$ cat src/verilog/iosv_pkg.sv
// package: constants for the i/o space and vector control block
package iosv_pkg;
    // ------------------------------------------------------------
    // address map
    // ------------------------------------------------------------
    localparam logic [5:0]  IO_MCU_CONTROL   = 6'h35;
    localparam logic [7:0]  DS_MCU_CONTROL   = 8'h55;
    localparam logic [7:0]  IO_DATA_OFFSET   = 8'h20;
    localparam logic [5:0]  IO_BIT_LIMIT     = 6'h1F;
    localparam logic [7:0]  IO_WINDOW_TOP    = 8'h3F;
    // ------------------------------------------------------------
    // mcu control register fields
    // ------------------------------------------------------------
    localparam int          BIT_JTD          = 7;
    localparam int          BIT_BROWNOUT_SLEEP_OFF         = 6;
    localparam int          BIT_BROWNOUT_SLEEP_OFF_ENABLE        = 5;
    localparam int          BIT_PUD          = 4;
    localparam int          BIT_VSEL         = 1;
    localparam int          BIT_VCE          = 0;
    localparam logic [7:0]  MCU_RESET        = 8'h00;
    localparam logic [7:0]  MCU_WRITE_MASK   = 8'h93;
    // ------------------------------------------------------------
    // cycle counts
    // ------------------------------------------------------------
    localparam logic [2:0]  RD_STALL_CYC     = 3'h4;
    localparam logic [2:0]  WR_STALL_CYC     = 3'h2;
    localparam logic [2:0]  VCE_WINDOW_CYC   = 3'h4;
    localparam int          EE_WRITE_CYC     = 4000;
    // ------------------------------------------------------------
    // vector addresses (words)
    // ------------------------------------------------------------
    localparam logic [15:0] APP_RESET_VEC    = 16'h0000;
    localparam logic [15:0] VEC_SPACING      = 16'h0002;
    localparam logic [15:0] BOOT_START_DEF   = 16'h3800;
    // io operation codes
    typedef enum logic [2:0] {
        IOSV_OP_NONE  = 3'b000,
        IOSV_OP_READ  = 3'b001,
        IOSV_OP_WRITE = 3'b010,
        IOSV_OP_SETB  = 3'b011,
        IOSV_OP_CLRB  = 3'b100,
        IOSV_OP_TSTB  = 3'b101
    } iosv_op_t;
endpackage

$ cat src/verilog/iosv_ee_timer.sv
// module: eeprom stall and self-timed write engine
`timescale 1ns/100ps
module iosv_ee_timer #(
    parameter int WRITE_CYC = iosv_pkg::EE_WRITE_CYC
) (
    input  wire logic clk,
    input  wire logic rst_b,
    input  wire logic rd_req,
    input  wire logic wr_req,
    output logic      stall,
    output logic      busy
);
    // ------------------------------------------------------------
    // stall counter
    // ------------------------------------------------------------
    logic [2:0]  stall_cnt;
    logic [31:0] wr_cnt;
    logic        start_wr;

    assign start_wr = wr_req && !busy;
    assign stall    = (stall_cnt != 3'h0);

    always_ff @(posedge clk) begin
        if (!rst_b) begin
            stall_cnt <= 3'h0;
        end else if (rd_req && !stall) begin
            stall_cnt <= iosv_pkg::RD_STALL_CYC;
        end else if (start_wr && !stall) begin
            stall_cnt <= iosv_pkg::WR_STALL_CYC;
        end else if (stall) begin
            stall_cnt <= stall_cnt - 3'h1;
        end
    end

    // ------------------------------------------------------------
    // write timer, survives reset
    // ------------------------------------------------------------
    always_ff @(posedge clk) begin
        if (start_wr && !stall) begin
            wr_cnt <= 32'(WRITE_CYC);
        end else if (wr_cnt != 32'h0) begin
            wr_cnt <= wr_cnt - 32'h1;
        end else begin
            wr_cnt <= 32'h0;
        end
    end
    assign busy = (wr_cnt != 32'h0);

    // ------------------------------------------------------------
    // checks
    // ------------------------------------------------------------
    property p_rd_stall;
        @(posedge clk) disable iff (!rst_b)
        (rd_req && !stall) |=> stall [*4] ##1 !stall;
    endproperty
    a_rd_stall: assert property (p_rd_stall) else $error("read stall not 4");
    property p_wr_stall;
        @(posedge clk) disable iff (!rst_b)
        (start_wr && !stall && !rd_req) |=> stall [*2] ##1 !stall;
    endproperty
    a_wr_stall: assert property (p_wr_stall) else $error("write stall not 2");
    property p_bg_write;
        @(posedge clk) disable iff (!rst_b)
        (start_wr && !stall && !rd_req) |=> ##2 (busy && !stall);
    endproperty
    a_bg_write: assert property (p_bg_write) else $error("write not background");
    c_rd: cover property (@(posedge clk) rd_req && !stall);
    c_wr: cover property (@(posedge clk) start_wr && !stall);
endmodule

$ cat src/verilog/iosv_top.sv
// module: i/o space mapping, eeprom stalls and vector base control
`timescale 1ns/100ps
// Functional notes
// - eeprom read stalls the cpu four cycles
// - eeprom write stalls the cpu two cycles
// - write busy flag readable for polling
// - write continues in power-down; clock request held meanwhile
// - reset does not abort an ongoing eeprom write
// - all io registers reachable by load and store
// - io 0x00-0x1f support bit set, clear and test
// - in/out use six-bit io address
// - data-space address is io address plus 0x20
// - vector table location set by control register bit
// - fuse off, select set: reset 0x0000, vectors boot plus two
// - fuse on, select clear: reset boot, vectors at 0x0002
// - fuse on, select set: reset boot, vectors boot plus two
// - control register bits, 6 and 5 read only, follow brownout inputs, rest reset zero
// - select zero vectors at flash start, one at boot
// - select changes only within four cycles of enable
// - interrupts blocked during change sequence, flag untouched
module iosv_top #(
    parameter logic [15:0] BOOT_START = iosv_pkg::BOOT_START_DEF,
    parameter int          WRITE_CYC  = iosv_pkg::EE_WRITE_CYC
) (
    input  wire logic        SYS_CLK,
    input  wire logic        RST_B,
    input  wire logic [2:0]  IO_OP,
    input  wire logic        IO_DATA_SPACE,
    input  wire logic [7:0]  IO_ADDR,
    input  wire logic [2:0]  IO_BIT,
    input  wire logic [7:0]  IO_WDATA,
    output logic [7:0]       IO_RDATA,
    output logic             IO_HIT,
    output logic             IO_SKIP,
    output logic [5:0]       PERIPH_ADDR,
    output logic             PERIPH_RD,
    output logic             PERIPH_WR,
    output logic [7:0]       PERIPH_WDATA,
    output logic [7:0]       PERIPH_WMASK,
    input  wire logic [7:0]  PERIPH_RDATA,
    input  wire logic        EE_READ,
    input  wire logic        EE_WRITE,
    output logic             CPU_STALL,
    output logic             EE_WRITE_BUSY,
    input  wire logic        SLEEP_POWERDOWN,
    output logic             CLOCK_KEEP,
    input  wire logic        BOOT_RESET_FUSE,
    input  wire logic        BROWNOUT_SLEEP_OFF,
    input  wire logic        BROWNOUT_SLEEP_OFF_ENABLE,
    input  wire logic        INSTR_DONE,
    output logic [15:0]      RESET_VECTOR,
    output logic [15:0]      VECTOR_BASE,
    output logic             IRQ_BLOCK,
    output logic             JTAG_PORT_DISABLE,
    output logic             GLOBAL_PULLUP_DISABLE
);
    // ------------------------------------------------------------
    // address decode
    // ------------------------------------------------------------
    logic [7:0] io_full;
    logic       in_window;
    logic [5:0] io_addr;
    logic       bit_ok;
    logic       bit_op;
    logic       is_read;
    logic       is_write;
    logic       mcu_sel;
    logic [7:0] bit_mask;
    logic [7:0] mcu_control_register;
    logic [7:0] mcu_read;
    logic [7:0] cur_rdata;
    iosv_pkg::iosv_op_t op;

    assign op        = iosv_pkg::iosv_op_t'(IO_OP);
    assign io_full   = IO_DATA_SPACE ? (IO_ADDR - iosv_pkg::IO_DATA_OFFSET)
                                     : IO_ADDR;
    assign in_window = IO_DATA_SPACE ? (IO_ADDR >= iosv_pkg::IO_DATA_OFFSET &&
                       io_full <= iosv_pkg::IO_WINDOW_TOP)
                                     : (IO_ADDR <= iosv_pkg::IO_WINDOW_TOP);
    assign io_addr   = io_full[5:0];
    assign bit_op    = (op == iosv_pkg::IOSV_OP_SETB) || (op == iosv_pkg::IOSV_OP_CLRB) ||
                       (op == iosv_pkg::IOSV_OP_TSTB);
    assign bit_ok    = !IO_DATA_SPACE && (io_addr <= iosv_pkg::IO_BIT_LIMIT);
    assign is_read   = in_window && ((op == iosv_pkg::IOSV_OP_READ) ||
                       (bit_op && bit_ok));
    assign is_write  = in_window && ((op == iosv_pkg::IOSV_OP_WRITE) ||
                       (bit_ok && (op == iosv_pkg::IOSV_OP_SETB ||
                                   op == iosv_pkg::IOSV_OP_CLRB)));
    assign mcu_sel   = (io_addr == iosv_pkg::IO_MCU_CONTROL);
    assign bit_mask  = 8'h01 << IO_BIT;

    // ------------------------------------------------------------
    // peripheral strobes
    // ------------------------------------------------------------
    logic [7:0] wr_value;
    logic [7:0] wr_mask;
    assign wr_value = (op == iosv_pkg::IOSV_OP_SETB) ? 8'hFF :
                      (op == iosv_pkg::IOSV_OP_CLRB) ? 8'h00 : IO_WDATA;
    assign wr_mask  = bit_op ? bit_mask : 8'hFF;
    assign PERIPH_ADDR  = io_addr;
    assign PERIPH_RD    = is_read && !mcu_sel && !CPU_STALL;
    assign PERIPH_WR    = is_write && !mcu_sel && !CPU_STALL;
    assign PERIPH_WDATA = wr_value;
    assign PERIPH_WMASK = wr_mask;

    // ------------------------------------------------------------
    // mcu control register and vector change sequence
    // ------------------------------------------------------------
    logic       mcu_wr;
    logic [7:0] merged;
    logic [2:0] vce_cnt;
    logic       vce_open;
    logic       sel_written;
    logic       blk_tail;

    assign mcu_wr   = is_write && mcu_sel && !CPU_STALL;
    assign merged   = (mcu_control_register & ~wr_mask) | (wr_value & wr_mask);
    assign vce_open = (vce_cnt != 3'h0);
    assign sel_written = mcu_wr && vce_open && !merged[iosv_pkg::BIT_VCE];

    always_ff @(posedge SYS_CLK) begin
        if (!RST_B) begin
            mcu_control_register <= iosv_pkg::MCU_RESET;
        end else if (mcu_wr) begin
            mcu_control_register[iosv_pkg::BIT_JTD] <= merged[iosv_pkg::BIT_JTD];
            mcu_control_register[iosv_pkg::BIT_PUD] <= merged[iosv_pkg::BIT_PUD];
            mcu_control_register[iosv_pkg::BIT_VCE] <= 1'b0;
            if (sel_written) begin
                mcu_control_register[iosv_pkg::BIT_VSEL] <= merged[iosv_pkg::BIT_VSEL];
            end
        end
    end

    always_ff @(posedge SYS_CLK) begin
        if (!RST_B) begin
            vce_cnt  <= 3'h0;
            blk_tail <= 1'b0;
        end else if (mcu_wr && merged[iosv_pkg::BIT_VCE]) begin
            vce_cnt  <= iosv_pkg::VCE_WINDOW_CYC;
            blk_tail <= 1'b0;
        end else if (sel_written) begin
            vce_cnt  <= 3'h0;
            blk_tail <= 1'b1;
        end else begin
            if (vce_open) begin
                vce_cnt <= vce_cnt - 3'h1;
            end
            if (INSTR_DONE) begin
                blk_tail <= 1'b0;
            end
        end
    end

    assign IRQ_BLOCK = vce_open || blk_tail ||
                       (mcu_wr && merged[iosv_pkg::BIT_VCE]);

    assign mcu_read = {mcu_control_register[iosv_pkg::BIT_JTD],
                       BROWNOUT_SLEEP_OFF, BROWNOUT_SLEEP_OFF_ENABLE,
                       mcu_control_register[iosv_pkg::BIT_PUD],
                       2'b00, mcu_control_register[1], vce_open};
    assign cur_rdata = mcu_sel ? mcu_read : PERIPH_RDATA;

    // ------------------------------------------------------------
    // read data and skip
    // ------------------------------------------------------------
    always_ff @(posedge SYS_CLK) begin
        if (!RST_B) begin
            IO_RDATA <= 8'h00;
            IO_HIT   <= 1'b0;
            IO_SKIP  <= 1'b0;
        end else begin
            IO_HIT   <= (is_read || is_write) && !CPU_STALL;
            IO_RDATA <= is_read ? cur_rdata : 8'h00;
            IO_SKIP  <= (op == iosv_pkg::IOSV_OP_TSTB) && bit_ok && in_window &&
                        ((|(cur_rdata & bit_mask)) == IO_WDATA[0]);
        end
    end

    // ------------------------------------------------------------
    // vector placement
    // ------------------------------------------------------------
    logic vsel;
    assign vsel = mcu_control_register[iosv_pkg::BIT_VSEL];
    assign RESET_VECTOR = BOOT_RESET_FUSE ? BOOT_START
                                          : iosv_pkg::APP_RESET_VEC;
    assign VECTOR_BASE  = vsel ? (BOOT_START + iosv_pkg::VEC_SPACING)
                               : iosv_pkg::VEC_SPACING;
    assign JTAG_PORT_DISABLE     = mcu_control_register[iosv_pkg::BIT_JTD];
    assign GLOBAL_PULLUP_DISABLE = mcu_control_register[iosv_pkg::BIT_PUD];

    // ------------------------------------------------------------
    // eeprom timing
    // ------------------------------------------------------------
    iosv_ee_timer #(
        .WRITE_CYC (WRITE_CYC)
    ) u_ee (
        .clk    (SYS_CLK),
        .rst_b  (RST_B),
        .rd_req (EE_READ),
        .wr_req (EE_WRITE),
        .stall  (CPU_STALL),
        .busy   (EE_WRITE_BUSY)
    );

    // ------------------------------------------------------------
    // power-down clock hold
    // ------------------------------------------------------------
    logic pd_hold;

    always_ff @(posedge SYS_CLK) begin
        if (!RST_B) begin
            pd_hold <= 1'b0;
        end else if (SLEEP_POWERDOWN && EE_WRITE_BUSY) begin
            pd_hold <= 1'b1;
        end else if (!SLEEP_POWERDOWN) begin
            pd_hold <= 1'b0;
        end
    end
    assign CLOCK_KEEP = EE_WRITE_BUSY || pd_hold || !SLEEP_POWERDOWN;

    // ------------------------------------------------------------
    // checks
    // ------------------------------------------------------------
    property p_vce_window;
        @(posedge SYS_CLK) disable iff (!RST_B)
        (mcu_wr && merged[iosv_pkg::BIT_VCE]) ##1 (!mcu_wr) [*4] |-> vce_open ##1 !vce_open;
    endproperty
    a_vce_window: assert property (p_vce_window) else $error("vce window");
    property p_vsel_hold;
        @(posedge SYS_CLK) disable iff (!RST_B)
        (!sel_written) |=> $stable(vsel);
    endproperty
    a_vsel_hold: assert property (p_vsel_hold) else $error("vsel changed");
    property p_irq_block;
        @(posedge SYS_CLK) disable iff (!RST_B)
        (mcu_wr && merged[iosv_pkg::BIT_VCE]) |-> IRQ_BLOCK ##1 IRQ_BLOCK;
    endproperty
    a_irq_block: assert property (p_irq_block) else $error("irq not blocked");
    property p_reserved;
        @(posedge SYS_CLK) disable iff (!RST_B)
        mcu_wr |=> (mcu_read[3:2] == 2'b00);
    endproperty
    a_reserved: assert property (p_reserved) else $error("reserved bits set");
    property p_vec_base;
        @(posedge SYS_CLK) disable iff (!RST_B)
        vsel |-> (VECTOR_BASE == BOOT_START + 16'h0002);
    endproperty
    a_vec_base: assert property (p_vec_base) else $error("vector base wrong");
    property p_reset_vec;
        @(posedge SYS_CLK) disable iff (!RST_B)
        !BOOT_RESET_FUSE |-> (RESET_VECTOR == 16'h0000);
    endproperty
    a_reset_vec: assert property (p_reset_vec) else $error("reset vector wrong");
    property p_keep;
        @(posedge SYS_CLK) disable iff (!RST_B)
        (EE_WRITE_BUSY && SLEEP_POWERDOWN) |-> CLOCK_KEEP;
    endproperty
    a_keep: assert property (p_keep) else $error("clock dropped");
    property p_map;
        @(posedge SYS_CLK) disable iff (!RST_B)
        (IO_DATA_SPACE && IO_ADDR == 8'h55 && op == iosv_pkg::IOSV_OP_WRITE && !CPU_STALL)
        |=> $past(IO_WDATA[7]) == JTAG_PORT_DISABLE;
    endproperty
    a_map: assert property (p_map) else $error("data space map");
    property p_keep_after;
        @(posedge SYS_CLK) disable iff (!RST_B)
        ($fell(EE_WRITE_BUSY) && SLEEP_POWERDOWN && $past(SLEEP_POWERDOWN)) |-> CLOCK_KEEP;
    endproperty
    a_keep_after: assert property (p_keep_after) else $error("clock dropped after write");
    property p_bit_range;
        @(posedge SYS_CLK) disable iff (!RST_B)
        (bit_op && (IO_DATA_SPACE || io_addr > iosv_pkg::IO_BIT_LIMIT)) |-> !PERIPH_WR && !PERIPH_RD;
    endproperty
    a_bit_range: assert property (p_bit_range) else $error("bit op out of range");
    property p_set_mask;
        @(posedge SYS_CLK) disable iff (!RST_B)
        (op == iosv_pkg::IOSV_OP_SETB && PERIPH_WR) |->
            (PERIPH_WMASK == (8'h01 << IO_BIT)) && ((PERIPH_WDATA & PERIPH_WMASK) == PERIPH_WMASK);
    endproperty
    a_set_mask: assert property (p_set_mask) else $error("set bit mask wrong");
    property p_window;
        @(posedge SYS_CLK) disable iff (!RST_B)
        (!IO_DATA_SPACE && IO_ADDR > iosv_pkg::IO_WINDOW_TOP && op != iosv_pkg::IOSV_OP_NONE)
        |-> !PERIPH_RD && !PERIPH_WR;
    endproperty
    a_window: assert property (p_window) else $error("access outside io window");
    property p_ds_map;
        @(posedge SYS_CLK) disable iff (!RST_B)
        (IO_DATA_SPACE && PERIPH_WR) |-> (PERIPH_ADDR == 6'(IO_ADDR - iosv_pkg::IO_DATA_OFFSET));
    endproperty
    a_ds_map: assert property (p_ds_map) else $error("data space offset wrong");
    property p_stall_gate;
        @(posedge SYS_CLK) disable iff (!RST_B)
        CPU_STALL |-> !PERIPH_RD && !PERIPH_WR && !mcu_wr;
    endproperty
    a_stall_gate: assert property (p_stall_gate) else $error("access during stall");
    property p_tail;
        @(posedge SYS_CLK) disable iff (!RST_B)
        sel_written |=> IRQ_BLOCK;
    endproperty
    a_tail: assert property (p_tail) else $error("irq block dropped early");
    c_vsel: cover property (@(posedge SYS_CLK) sel_written);
    c_timeout: cover property (@(posedge SYS_CLK) vce_open ##4 !vce_open);
    c_skip: cover property (@(posedge SYS_CLK) IO_SKIP);
endmodule

$ cat config.mk
export PLATFORM = sky130hd
export DESIGN_NAME = iosv_top
export DESIGN_NICKNAME = d
export VERILOG_FILES = /design/src/verilog/iosv_pkg.sv /design/src/verilog/iosv_ee_timer.sv /design/src/verilog/iosv_top.sv
export SDC_FILE = /design/constraint.sdc
export NUM_CORES = 1
export LEC_CHECK = 0
export ABC_CLOCK_PERIOD_IN_PS = 8000
export BUFFER_PORTS_ARGS = -buffer_cell sky130_fd_sc_hd__buf_2
export CAP_MARGIN = 20
export CORE_MARGIN = 2
export CORE_UTILIZATION = 44
export DETAILED_ROUTE_END_ITERATION = 16
export GPL_TIMING_DRIVEN = 0
export PLACE_DENSITY = 0.72
export SLEW_MARGIN = 20
export SYNTH_ARGS = -nofsm -noshare
export SYNTH_HDL_FRONTEND = slang
export SYNTH_SLANG_ARGS = --single-unit
$ cat constraint.sdc
create_clock -name SYS_CLK -period 8 [get_ports SYS_CLK]
set_input_delay 2 -clock SYS_CLK [delete_from_list [all_inputs] [get_ports SYS_CLK]]
set_output_delay 2 -clock SYS_CLK [all_outputs]
set_load 0.05 [all_outputs]
==> impl_metrics.csv, run 1 <==
group,metric,value,unit
setup_path,critPathArrivalTime,4.06,ns
layout,finish.net_count,550,
synth,synthCells,393,
synth,syn_area,0.003141,mm^2
setup_path,critPathKind,"input pin to output port",
routing,via_count,3011,
die,initial_core_util,45.72,%
global_route,grt_overflow,0,
sta,rsz0062_at_grt,"no",
outcome,status,"completed",
synth,yosysTopAreaCellShare,33.78,%
sta,maxSlewViolCount,0,
sta,worst_slew_pin_slew,0.8622,ns
cts,htreeDepth,2,
synth,seq_area_frac_synth,33.78,%
layout,diodes,0,
setup_path,worstPathRequired,6.00,ns
global_route,grt_usage,18.00,%
cts,path_clk_slew,0.10,ns
die,die_h,88.49,um
synth,syn_avg_cell_area,7.991,um^2
die,top_level_ports,112,
power_and_ir_drop,p_leak,1.780,nW
layout,postLayoutCellArea,0.003841,mm^2
synth,synth_area_leaders,"dfxtp_1 (34%), buf_4 (8.6%), nor2_1 (7.6%), mux2i_1 (3.5%), xnor2_1 (3.3%)",
flow_run,maxCapViolations,0,
sta,hold_viol_final,0,
cts,clock-sinks,53,
sta,layout_setup_ws,1.943,ns
layout,layout.cells.non_filler,601,
die,core_region_area,0.006869,mm^2
routing,ant_nets,0,
cts,postCtsHoldBufs,0,
synth,yosys.area.top_type,"dfxtp_1",
placement,hpwlAfterDp,5687,um
placement,place_congestion,0.8314,
routing,totalWireLength,7296,um
synth,synth-edff-count,0,
placement,place_area,0.003751,mm^2
layout,drive_above_1_share,27.33,%
synth,yosys.cell_types.count,56,
global_route,grt_max_degree,18,
layout,multi_input_area,0.001772,mm^2
layout,seqCellArea,0.001061,mm^2
synth,async_reset_ff_share,0,%
cts,postCtsSetupBuffers,0,
sta,tns,0,ns
synth,yosysWarningCount,0,
placement,place_ws,1.913,ns
cts,cts_buffers,5,
synth,synth-main-ff-cell,"dfxtp_1",
sta,fmax,165.1,MHz
cts,cts_tree,"yes",
cts,cts_max_path_buffers,2,
power_and_ir_drop,peakVddDrop,0.1235,mV
synth,synth_seq_cells,53,
routing,wl_per_cell,12.14,um
routing,drcViolationCount,0,
setup_path,cp_max_fo,10,
routing,vias_per_cell,5.010,
layout,syn2layout_area_growth,22.31,%
layout,n_fill_cell,666,
power_and_ir_drop,p_per_area,185.3,mW/mm^2
placement,place_inst,593,
sta,setup_violations,0,
sta,min_period_over_period,75.71,%
setup_path,start_kind,"input pin",
global_route,grt_pass1_vias,2568,
die,die_x,88.49,um
sta,slew_headroom,41.71,%
die,fp.dieArea,0.007830,mm^2
sta,fin_crit,6.057,ns
cts,clock_latency,0.31,ns
routing,first_pass_iters,4,
cts,cts_resized,0,
placement,port_buffers,80,
cts,cts_root_buf,"clkbuf_8",
die,num_rows,30,
setup_path,critPathCaptureType,"output port",
sta,skew,0.008552,ns
min_path,min_path_type,"flip-flop to flip-flop",
routing,drtIter0Drc,81,
global_route,grt_first_pass_wirelength,11260,um
global_route,antenna_found_initial,0,
==> through the flow <==
stage          utilization (%)  hold WS [ns]  power [mW]
5_1_grt                  55.92        0.4925      0.7529
3_5_place_dp             54.61        0.4584      0.5623
2_1_floorplan                -        0.4258      0.5058
4_1_cts                  55.92        0.4731      0.7179
6_report                 55.92        0.4720      0.7119
3_3_place_gp             54.61        0.4412      0.5565
==> flip-flops by register name, indices dropped and copies added, names as in the netlist, named ones only <==
signal          count
blk_tail            1
IO_HIT              1
vce_cnt             3
IO_RDATA            8
u_ee.wr_cnt        32
pd_hold             1
IO_SKIP             1
u_ee.stall_cnt      3
==> final timing paths <==
| kind | endpoint | cells after the start | slack (ns) | startpoint |
|---|---|---|---|---|
| max reg2reg | u_ee.wr_cnt[8] | 6 | 5.06 | u_ee.wr_cnt[11] |
| min reg2reg | u_ee.stall_cnt[0] | 1 | 0.47 | u_ee.stall_cnt[0] |
| max | IRQ_BLOCK | 8 | 1.94 | IO_ADDR[5] |
| min | u_ee.stall_cnt[0] | 1 | 0.47 | u_ee.stall_cnt[0] |
==> layer usage <==
layer	wire length (um)	GRT usage [%]	up-vias	share of wire (%)
li1	-	-	1539	-
met1	3269	21.36	1358	45
met2	3459	32.54	101	47
met3	463	3.638	13	6.3
met4	104	5.647	0	1.4
met5	0	0	-	0
==> cell type report <==
cell class	instances	area share, %
clock buffers	5	1.792
well taps	96	3.127
flip-flops and latches	53	27.62
multi-input cells	296	46.12
clock inverters	3	0.5537
inverters	16	1.564
plain buffers	52	8.795
repair buffers	80	10.42
==> synth_stat cells, types with 6 or more instances <==
library cell / n
nor2_1: 64
nor3_1: 11
nand2_1: 23
clkbuf_1: 15
xnor2_1: 12
or3_1: 6
nor4_1: 8
nor2b_1: 7
mux2i_1: 11
xor2_1: 10
ha_1: 6
o21ai_0: 17
a21oi_1: 18
dfxtp_1: 53
inv_1: 16
nand2b_1: 6
buf_4: 36
==> power by group <==
part	internal (mW)	total [mW]	switching (mW)	leakage (nW)
registers	0.278	0.287	0.00805	0.429
logic	0.0824	0.271	0.189	1.31
clock network	0.0623	0.154	0.0918	0.0445
total	0.423	0.712	0.289	1.78
==> critical path: stages <==
cell and delay, ns:
buf_2 0.15, inv_1 0.06, ha_1 0.28, nor4b_1 0.39, o2111ai_1 0.27, clkbuf_1 0.29, o211ai_1 0.29, buf_2 0.31
==> layout by cell type (no fill, tap or decap), drive strengths merged, types with 3 or more instances in the layout <==
cell type,instances
ha,6
o211ai,4
xor2,10
or4,4
nor4,9
nor2,64
dfxtp,53
xnor2,12
nand2b,6
nand4,5
clkbuf,20
a31oi,3
or3,7
o31ai,3
nor3,11
and3,3
a211oi,4
nand3,5
nand2,23
mux2i,11
mux2,4
conb,26
inv,17
o21ai,17
nor2b,7
a21oi,18
buf,117
o41ai,3
==> logic make-up (layout without fill, tap and decap cells) <==
logic type      Yosys count  after routing  synth area share, %
compound gates           70             70                14.54
xor+xnor                 22             22                6.135
fa+ha+maj                 6              6                2.390
buf+inv                  68            156                12.67
flops                    53             53                33.78
mux                      15             15                5.060
other cells               2             26               0.2391
simple gates            157            157                25.18
Note: power is estimated with default switching activity, not from simulation.
==> inputs of run 2 (changes only) <==
--- a/config.mk
+++ b/config.mk
@@ -5,14 +5,14 @@
 export SDC_FILE = /design/constraint.sdc
 export NUM_CORES = 1
 export LEC_CHECK = 0
-export ABC_CLOCK_PERIOD_IN_PS = 8000
+export ABC_CLOCK_PERIOD_IN_PS = 5400
 export BUFFER_PORTS_ARGS = -buffer_cell sky130_fd_sc_hd__buf_2
 export CAP_MARGIN = 20
 export CORE_MARGIN = 2
 export CORE_UTILIZATION = 44
 export DETAILED_ROUTE_END_ITERATION = 16
 export GPL_TIMING_DRIVEN = 0
-export PLACE_DENSITY = 0.72
+export PLACE_DENSITY = 0.75
 export SLEW_MARGIN = 20
 export SYNTH_ARGS = -nofsm -noshare
 export SYNTH_HDL_FRONTEND = slang
==> constraint.sdc (replaced) <==
create_clock -name SYS_CLK -period 5.4 [get_ports SYS_CLK]
set_input_delay 1.35 -clock SYS_CLK [delete_from_list [all_inputs] [get_ports SYS_CLK]]
set_output_delay 1.35 -clock SYS_CLK [all_outputs]
set_load 0.05 [all_outputs]
==> run 2 against run 1 <==
  * Critical path depth unchanged
  * Clock power increased by 69%
  * Non-clock buffer count unchanged
  * Highest routed layer unchanged
==> impl_metrics.csv, run 2 (synthesis results as in run 1) <==
group,metric,value,unit
layout,final_common_cell,"buf_2",
cts,cts_root_buf,"clkbuf_8",
setup_path,r2r_slack,2.51,ns
setup_path,path_cells,"buf_2, inv_1, ha_1, nor4b_1, o2111ai_1, clkbuf_1, o211ai_1, buf_2",
sta,slew_headroom,45.15,%
layout,final_cell_mix,"buf_2 (80), nor2_1 (64), dfxtp_1 (53)",
global_route,antenna_found_initial,0,
layout,top_register,"u_ee.wr_cnt",
cts,clock-sinks,53,
layout,drive_above_1_share,27.18,%
routing,totalWireLength,7343,um
sta,min_period_over_period,90.89,%
setup_path,critPathKind,"input pin to output port",
power_and_ir_drop,p_per_area,282.3,mW/mm^2
cts,cts_buffers,5,
sta,setup_violations,0,
placement,place_ws,0.5810,ns
cts,postCtsHoldBufs,0,
sta,skew,0.007761,ns
setup_path,cp_max_fo,10,
sta,fin_crit,4.908,ns
routing,drcViolationCount,0,
global_route,grtUsageMet1,20.26,%
global_route,grt_pass1_vias,2588,
sta,hold_viol_final,0,
layout,reg_top3,"u_ee.wr_cnt x32, IO_RDATA x8",
setup_path,path_buf_inv,4,
sta,maxSlewViolCount,0,
outcome,status,"completed",
routing,first_pass_iters,4,
global_route,use_met3,3.731,%
setup_path,cp_slowest_cell,"nor4b_1",
die,die_x,88.49,um
die,initial_core_util,45.72,%
global_route,grt_max_degree,16,
placement,place_inst,593,
power_and_ir_drop,peakVddDrop,0.1302,mV
setup_path,critPathArrivalTime,3.56,ns
die,die_h,88.49,um
layout,finish.net_count,550,
global_route,use_met2,33.70,%
flow_run,maxCapViolations,0,
power_and_ir_drop,p_leak,1.789,nW
sta,rsz0062_at_grt,"no",
global_route,grt_usage,17.96,%
cts,cts_resized,0,
sta,tns,0,ns
layout,n_fill_cell,656,
cts,cts_tree,"yes",
sta,fmax,203.7,MHz
die,core_region_area,0.006869,mm^2
placement,port_buffers,80,
global_route,grt_first_pass_wirelength,11350,um
layout,layout.cells.non_filler,600,
routing,via_count,3031,
cts,htreeDepth,2,
die,fp.dieArea,0.007830,mm^2
sta,worst_slew_pin_slew,0.8114,ns
setup_path,worstPathRequired,4.05,ns
routing,ant_nets,0,
routing,drtIter0Drc,98,
setup_path,startpoint,"IO_ADDR[5]",
placement,place_congestion,0.8683,
setup_path,critical_path.top_delay_family,"buffers and inverters",
die,top_level_ports,112,
setup_path,r2r_start,"u_ee.wr_cnt[11]",
die,num_rows,30,
setup_path,start_kind,"input pin",
setup_path,critical-path-max-stage-delay,0.44,ns
cts,clock_latency,0.30,ns
layout,syn2layout_area_growth,22.75,%
cts,path_clk_slew,0.09,ns
cts,cts_max_path_buffers,2,
sta,layout_setup_ws,0.4918,ns
routing,wl_per_cell,12.24,um
setup_path,cp_common_cell,"buf_2",
setup_path,critPathCaptureType,"output port",
layout,diodes,0,
global_route,grt-busiest-layer,"met2",
routing,vias_per_cell,5.052,
placement,hpwlAfterDp,5778,um
cts,postCtsSetupBuffers,0,
min_path,min_path_type,"flip-flop to flip-flop",
min_path,worstHoldStart,"u_ee.wr_cnt[0]",
global_route,grt_overflow,0,
layout,largest_register_ffs,32,
==> run 2: power breakdown <==
| part | leakage [nW] | total [mW] | internal (mW) | switching (mW) |
|---|---|---|---|---|
| clock network | 0.0540 | 0.261 | 0.135 | 0.126 |
| logic | 1.31 | 0.402 | 0.123 | 0.279 |
| registers | 0.429 | 0.425 | 0.412 | 0.0123 |
==> run 2: path summary, 6_finish.rpt <==
path / end / depth (start not counted)
max reg2reg: u_ee.wr_cnt[8] / 6
min reg2reg: u_ee.wr_cnt[0] / 1
min: u_ee.wr_cnt[0] / 1
max: IRQ_BLOCK / 8
==> run 2: metal layers <==
layer  part of all wire, %  vias to the layer above
met1                    42                     1391
li1                      -                     1528
met2                    50                       99
met3                   6.6                       13
met4                   1.5                        0
met5                     0                        -
==> run 2: cell type report <==
type	instances	area, um^2	area share [%]
tap	96	120.1	3.116
inverter	16	60.06	1.558
timing repair buffer	80	400.4	10.39
multi-input combinational	296	1772	45.96
clock inverter	2	35.03	0.9088
clock buffer	5	68.82	1.785
buffer	52	337.8	8.763
sequential	53	1061	27.52
==> run 2: worst reg2reg max path: stages, from the launching register on <==
cell and delay (ns):
dfxtp_1 0.34, or4_4 0.57, or4_4 0.53, buf_6 0.15
nor4_2 0.36, a21boi_0 0.69, nor2_1 0.11
==> run 2: stage by stage <==
| step | hold WS, ns | utilization [%] | instance area (um^2) | power [mW] |
|---|---|---|---|---|
| 2_1_floorplan | 0.4258 | - | 3231 | 0.7494 |
| 3_3_place_gp | 0.4397 | 54.61 | 3751 | 0.8231 |
| 3_5_place_dp | 0.4483 | 54.61 | 3751 | 0.8359 |
| 4_1_cts | 0.4703 | 56.12 | 3855 | 1.098 |
| 5_1_grt | 0.4938 | 56.12 | 3855 | 1.149 |
| 6_report | 0.4617 | 56.12 | 3855 | 1.088 |
==> inputs of run 3 (changes only) <==
--- a/config.mk
+++ b/config.mk
@@ -5,14 +5,13 @@
 export SDC_FILE = /design/constraint.sdc
 export NUM_CORES = 1
 export LEC_CHECK = 0
-export ABC_CLOCK_PERIOD_IN_PS = 5400
+export ABC_CLOCK_PERIOD_IN_PS = 6100
 export BUFFER_PORTS_ARGS = -buffer_cell sky130_fd_sc_hd__buf_2
 export CAP_MARGIN = 20
 export CORE_MARGIN = 2
-export CORE_UTILIZATION = 44
+export CORE_UTILIZATION = 37
 export DETAILED_ROUTE_END_ITERATION = 16
 export GPL_TIMING_DRIVEN = 0
-export PLACE_DENSITY = 0.75
 export SLEW_MARGIN = 20
 export SYNTH_ARGS = -nofsm -noshare
 export SYNTH_HDL_FRONTEND = slang
==> constraint.sdc (replaced) <==
create_clock -name SYS_CLK -period 6.1 [get_ports SYS_CLK]
set_input_delay 1.525 -clock SYS_CLK [delete_from_list [all_inputs] [get_ports SYS_CLK]]
set_output_delay 1.525 -clock SYS_CLK [all_outputs]
set_load 0.05 [all_outputs]
==> run 3 against run 2 <==
  * Sequential share of layout area hardly changed
  * Cell count is 1.7% higher
  * Final area is 0.13% lower
  * Non-clock buffer count stayed put
  * Hold slack better by 0.0062 ns
  * Clock skew is 0.0019 ns higher
  * Die area is 18% higher
  * Clock-buffer cell count is 1 higher
  * Critical endpoint unchanged
  * Highest routed layer unchanged
==> impl_metrics.csv, run 3 (synthesis results as in run 1) <==
group,metric,value,unit
min_path,min_to,"u_ee.wr_cnt[0]",
sta,tns,0,ns
setup_path,crit_cells,8,
setup_path,r2r_end,"u_ee.wr_cnt[10]",
global_route,use_met3,4.464,%
sta,hold_viol_final,0,
die,die_h,96.13,um
setup_path,cp_max_fo,10,
layout,drive_above_1_share,27.13,%
setup_path,critical_path.top_delay_family,"buffers and inverters",
die,die_x,96.13,um
global_route,grt_max_degree,17,
layout,finish.net_count,550,
setup_path,r2r_start,"u_ee.wr_cnt[11]",
layout,top_register,"u_ee.wr_cnt",
routing,totalWireLength,7351,um
setup_path,start_kind,"input pin",
placement,place_area,0.003762,mm^2
sta,whs,0.4679,ns
die,fp.dieArea,0.009241,mm^2
setup_path,cp_slowest_cell,"nor4b_1",
layout,final_cell_mix,"buf_2 (80), nor2_1 (64), dfxtp_1 (53)",
setup_path,worstPathRequired,4.58,ns
cts,cts_resized,0,
die,num_rows,33,
power_and_ir_drop,peakVddDrop,0.1103,mV
cts,clock_latency,0.31,ns
cts,clock-sinks,53,
setup_path,cp_common_cell,"buf_2",
layout,postLayoutCellArea,0.003850,mm^2
global_route,grtUsageMet1,18.02,%
setup_path,critPathCaptureType,"output port",
global_route,use_met2,27.60,%
global_route,grt_usage,15.53,%
setup_path,critPathArrivalTime,3.55,ns
setup_path,critical-path-max-stage-delay,0.40,ns
cts,postCtsSetupBuffers,0,
cts,cts_buffers,5,
power_and_ir_drop,power,0.9279,mW
min_path,min_path_type,"flip-flop to flip-flop",
sta,rsz0062_at_grt,"no",
die,core_region_area,0.008217,mm^2
placement,port_buffers,80,
routing,vias_per_cell,4.867,
cts,cts_max_path_buffers,2,
sta,skew,0.009706,ns
layout,syn2layout_area_growth,22.59,%
cts,cts_root_buf,"clkbuf_8",
sta,fmax,197.1,MHz
sta,maxSlewViolCount,0,
cts,postCtsHoldBufs,0,
die,initial_core_util,38.22,%
sta,min_period_over_period,83.19,%
layout,reg_top3,"u_ee.wr_cnt x32, IO_RDATA x8",
power_and_ir_drop,p_per_area,241.0,mW/mm^2
cts,cts_tree,"yes",
sta,setup_violations,0,
sta,worst_slew_pin_slew,0.8774,ns
sta,fin_crit,5.074,ns
die,top_level_ports,112,
cts,htreeDepth,2,
setup_path,reg2regPathDepth,6,
routing,drtIter0Drc,88,
layout,diodes,0,
setup_path,critPathKind,"input pin to output port",
min_path,whs_path_depth,1,
routing,wl_per_cell,12.05,um
global_route,grt_first_pass_wirelength,11450,um
routing,via_count,2969,
setup_path,path_cells,"buf_2, inv_1, ha_1, nor4b_1, o2111ai_1, clkbuf_1, o211ai_1, buf_2",
layout,final_common_cell,"buf_2",
setup_path,path_buf_inv,4,
global_route,grt_overflow,0,
min_path,worstHoldStart,"u_ee.wr_cnt[0]",
global_route,grt_pass1_vias,2599,
layout,n_fill_cell,843,
layout,largest_register_ffs,32,
flow_run,maxCapViolations,0,
setup_path,r2r_slack,3.14,ns
routing,drcViolationCount,0,
power_and_ir_drop,p_leak,1.773,nW
placement,hpwlAfterDp,5816,um
global_route,antenna_found_initial,0,
sta,slew_headroom,40.68,%
routing,first_pass_iters,4,
placement,place_congestion,0.8180,
routing,ant_nets,0,
global_route,grt-busiest-layer,"met2",
outcome,status,"completed",
cts,path_clk_slew,0.09,ns
[run 3: cell count changes in the layout (fill, tap and decap cells not counted)]
cell	previous run	this run
clkinvlp_4	0	2
bufinv_16	1	0
clkbuf_1	15	16
clkinv_2	1	0
[run 3: worst max path at each step]
| stage | startpoint | to | slack, ns |
|---|---|---|---|
| global route | IO_ADDR[5] | IRQ_BLOCK | 0.85 |
| finish | IO_ADDR[5] | IRQ_BLOCK | 1.03 |
| detailed placement | IO_ADDR[5] | IRQ_BLOCK | 1.02 |
| CTS | IO_ADDR[5] | IRQ_BLOCK | 1.00 |
| global placement | IO_ADDR[5] | IRQ_BLOCK | 1.01 |
| floorplan | IO_DATA_SPACE | IRQ_BLOCK | 0.48 |
[run 3: worst register-to-register path, stage by stage (launching register included)]
cell	delay [ns]
dfxtp_1	0.35
or4_4	0.58
or4_4	0.53
buf_6	0.15
nor4_2	0.38
a21boi_0	0.73
nor2_1	0.11
[run 3: power by group]
| part | switching [mW] | total, mW | internal, mW |
|---|---|---|---|
| Combinational | 0.246 | 0.354 | 0.108 |
| Sequential | 0.0103 | 0.375 | 0.365 |
| Clock | 0.118 | 0.199 | 0.0811 |
[run 3: metrics by stage]
stage               std cells  setup WS [ns]  utilization [%]
detailed placement        602          1.017            45.79
finish                    610          1.026            46.86
global route              610         0.8529            46.86
CTS                       610          1.005            46.86
global placement          602          1.008            45.79
floorplan                 417         0.4781                -
[run 3: layout make-up]
| class | instances | area (um^2) | area share (%) |
|---|---|---|---|
| plain buffers | 52 | 337.8 | 8.775 |
| multi-input cells | 296 | 1772 | 46.02 |
| inverters | 16 | 60.06 | 1.560 |
| repair buffers | 80 | 400.4 | 10.40 |
| well taps | 105 | 131.4 | 3.412 |
| clock buffers | 6 | 72.57 | 1.885 |
| clock inverters | 2 | 15.01 | 0.3900 |
| flip-flops and latches | 53 | 1061 | 27.56 |
[run 3: metal layers]
| metal | wire length [um] | vias up | share of wire (%) |
|---|---|---|---|
| li1 | - | 1526 | - |
| met1 | 3130 | 1337 | 43 |
| met2 | 3443 | 97 | 47 |
| met3 | 662 | 9 | 9.0 |
| met4 | 114 | 0 | 1.6 |
| met5 | 0 | - | 0 |
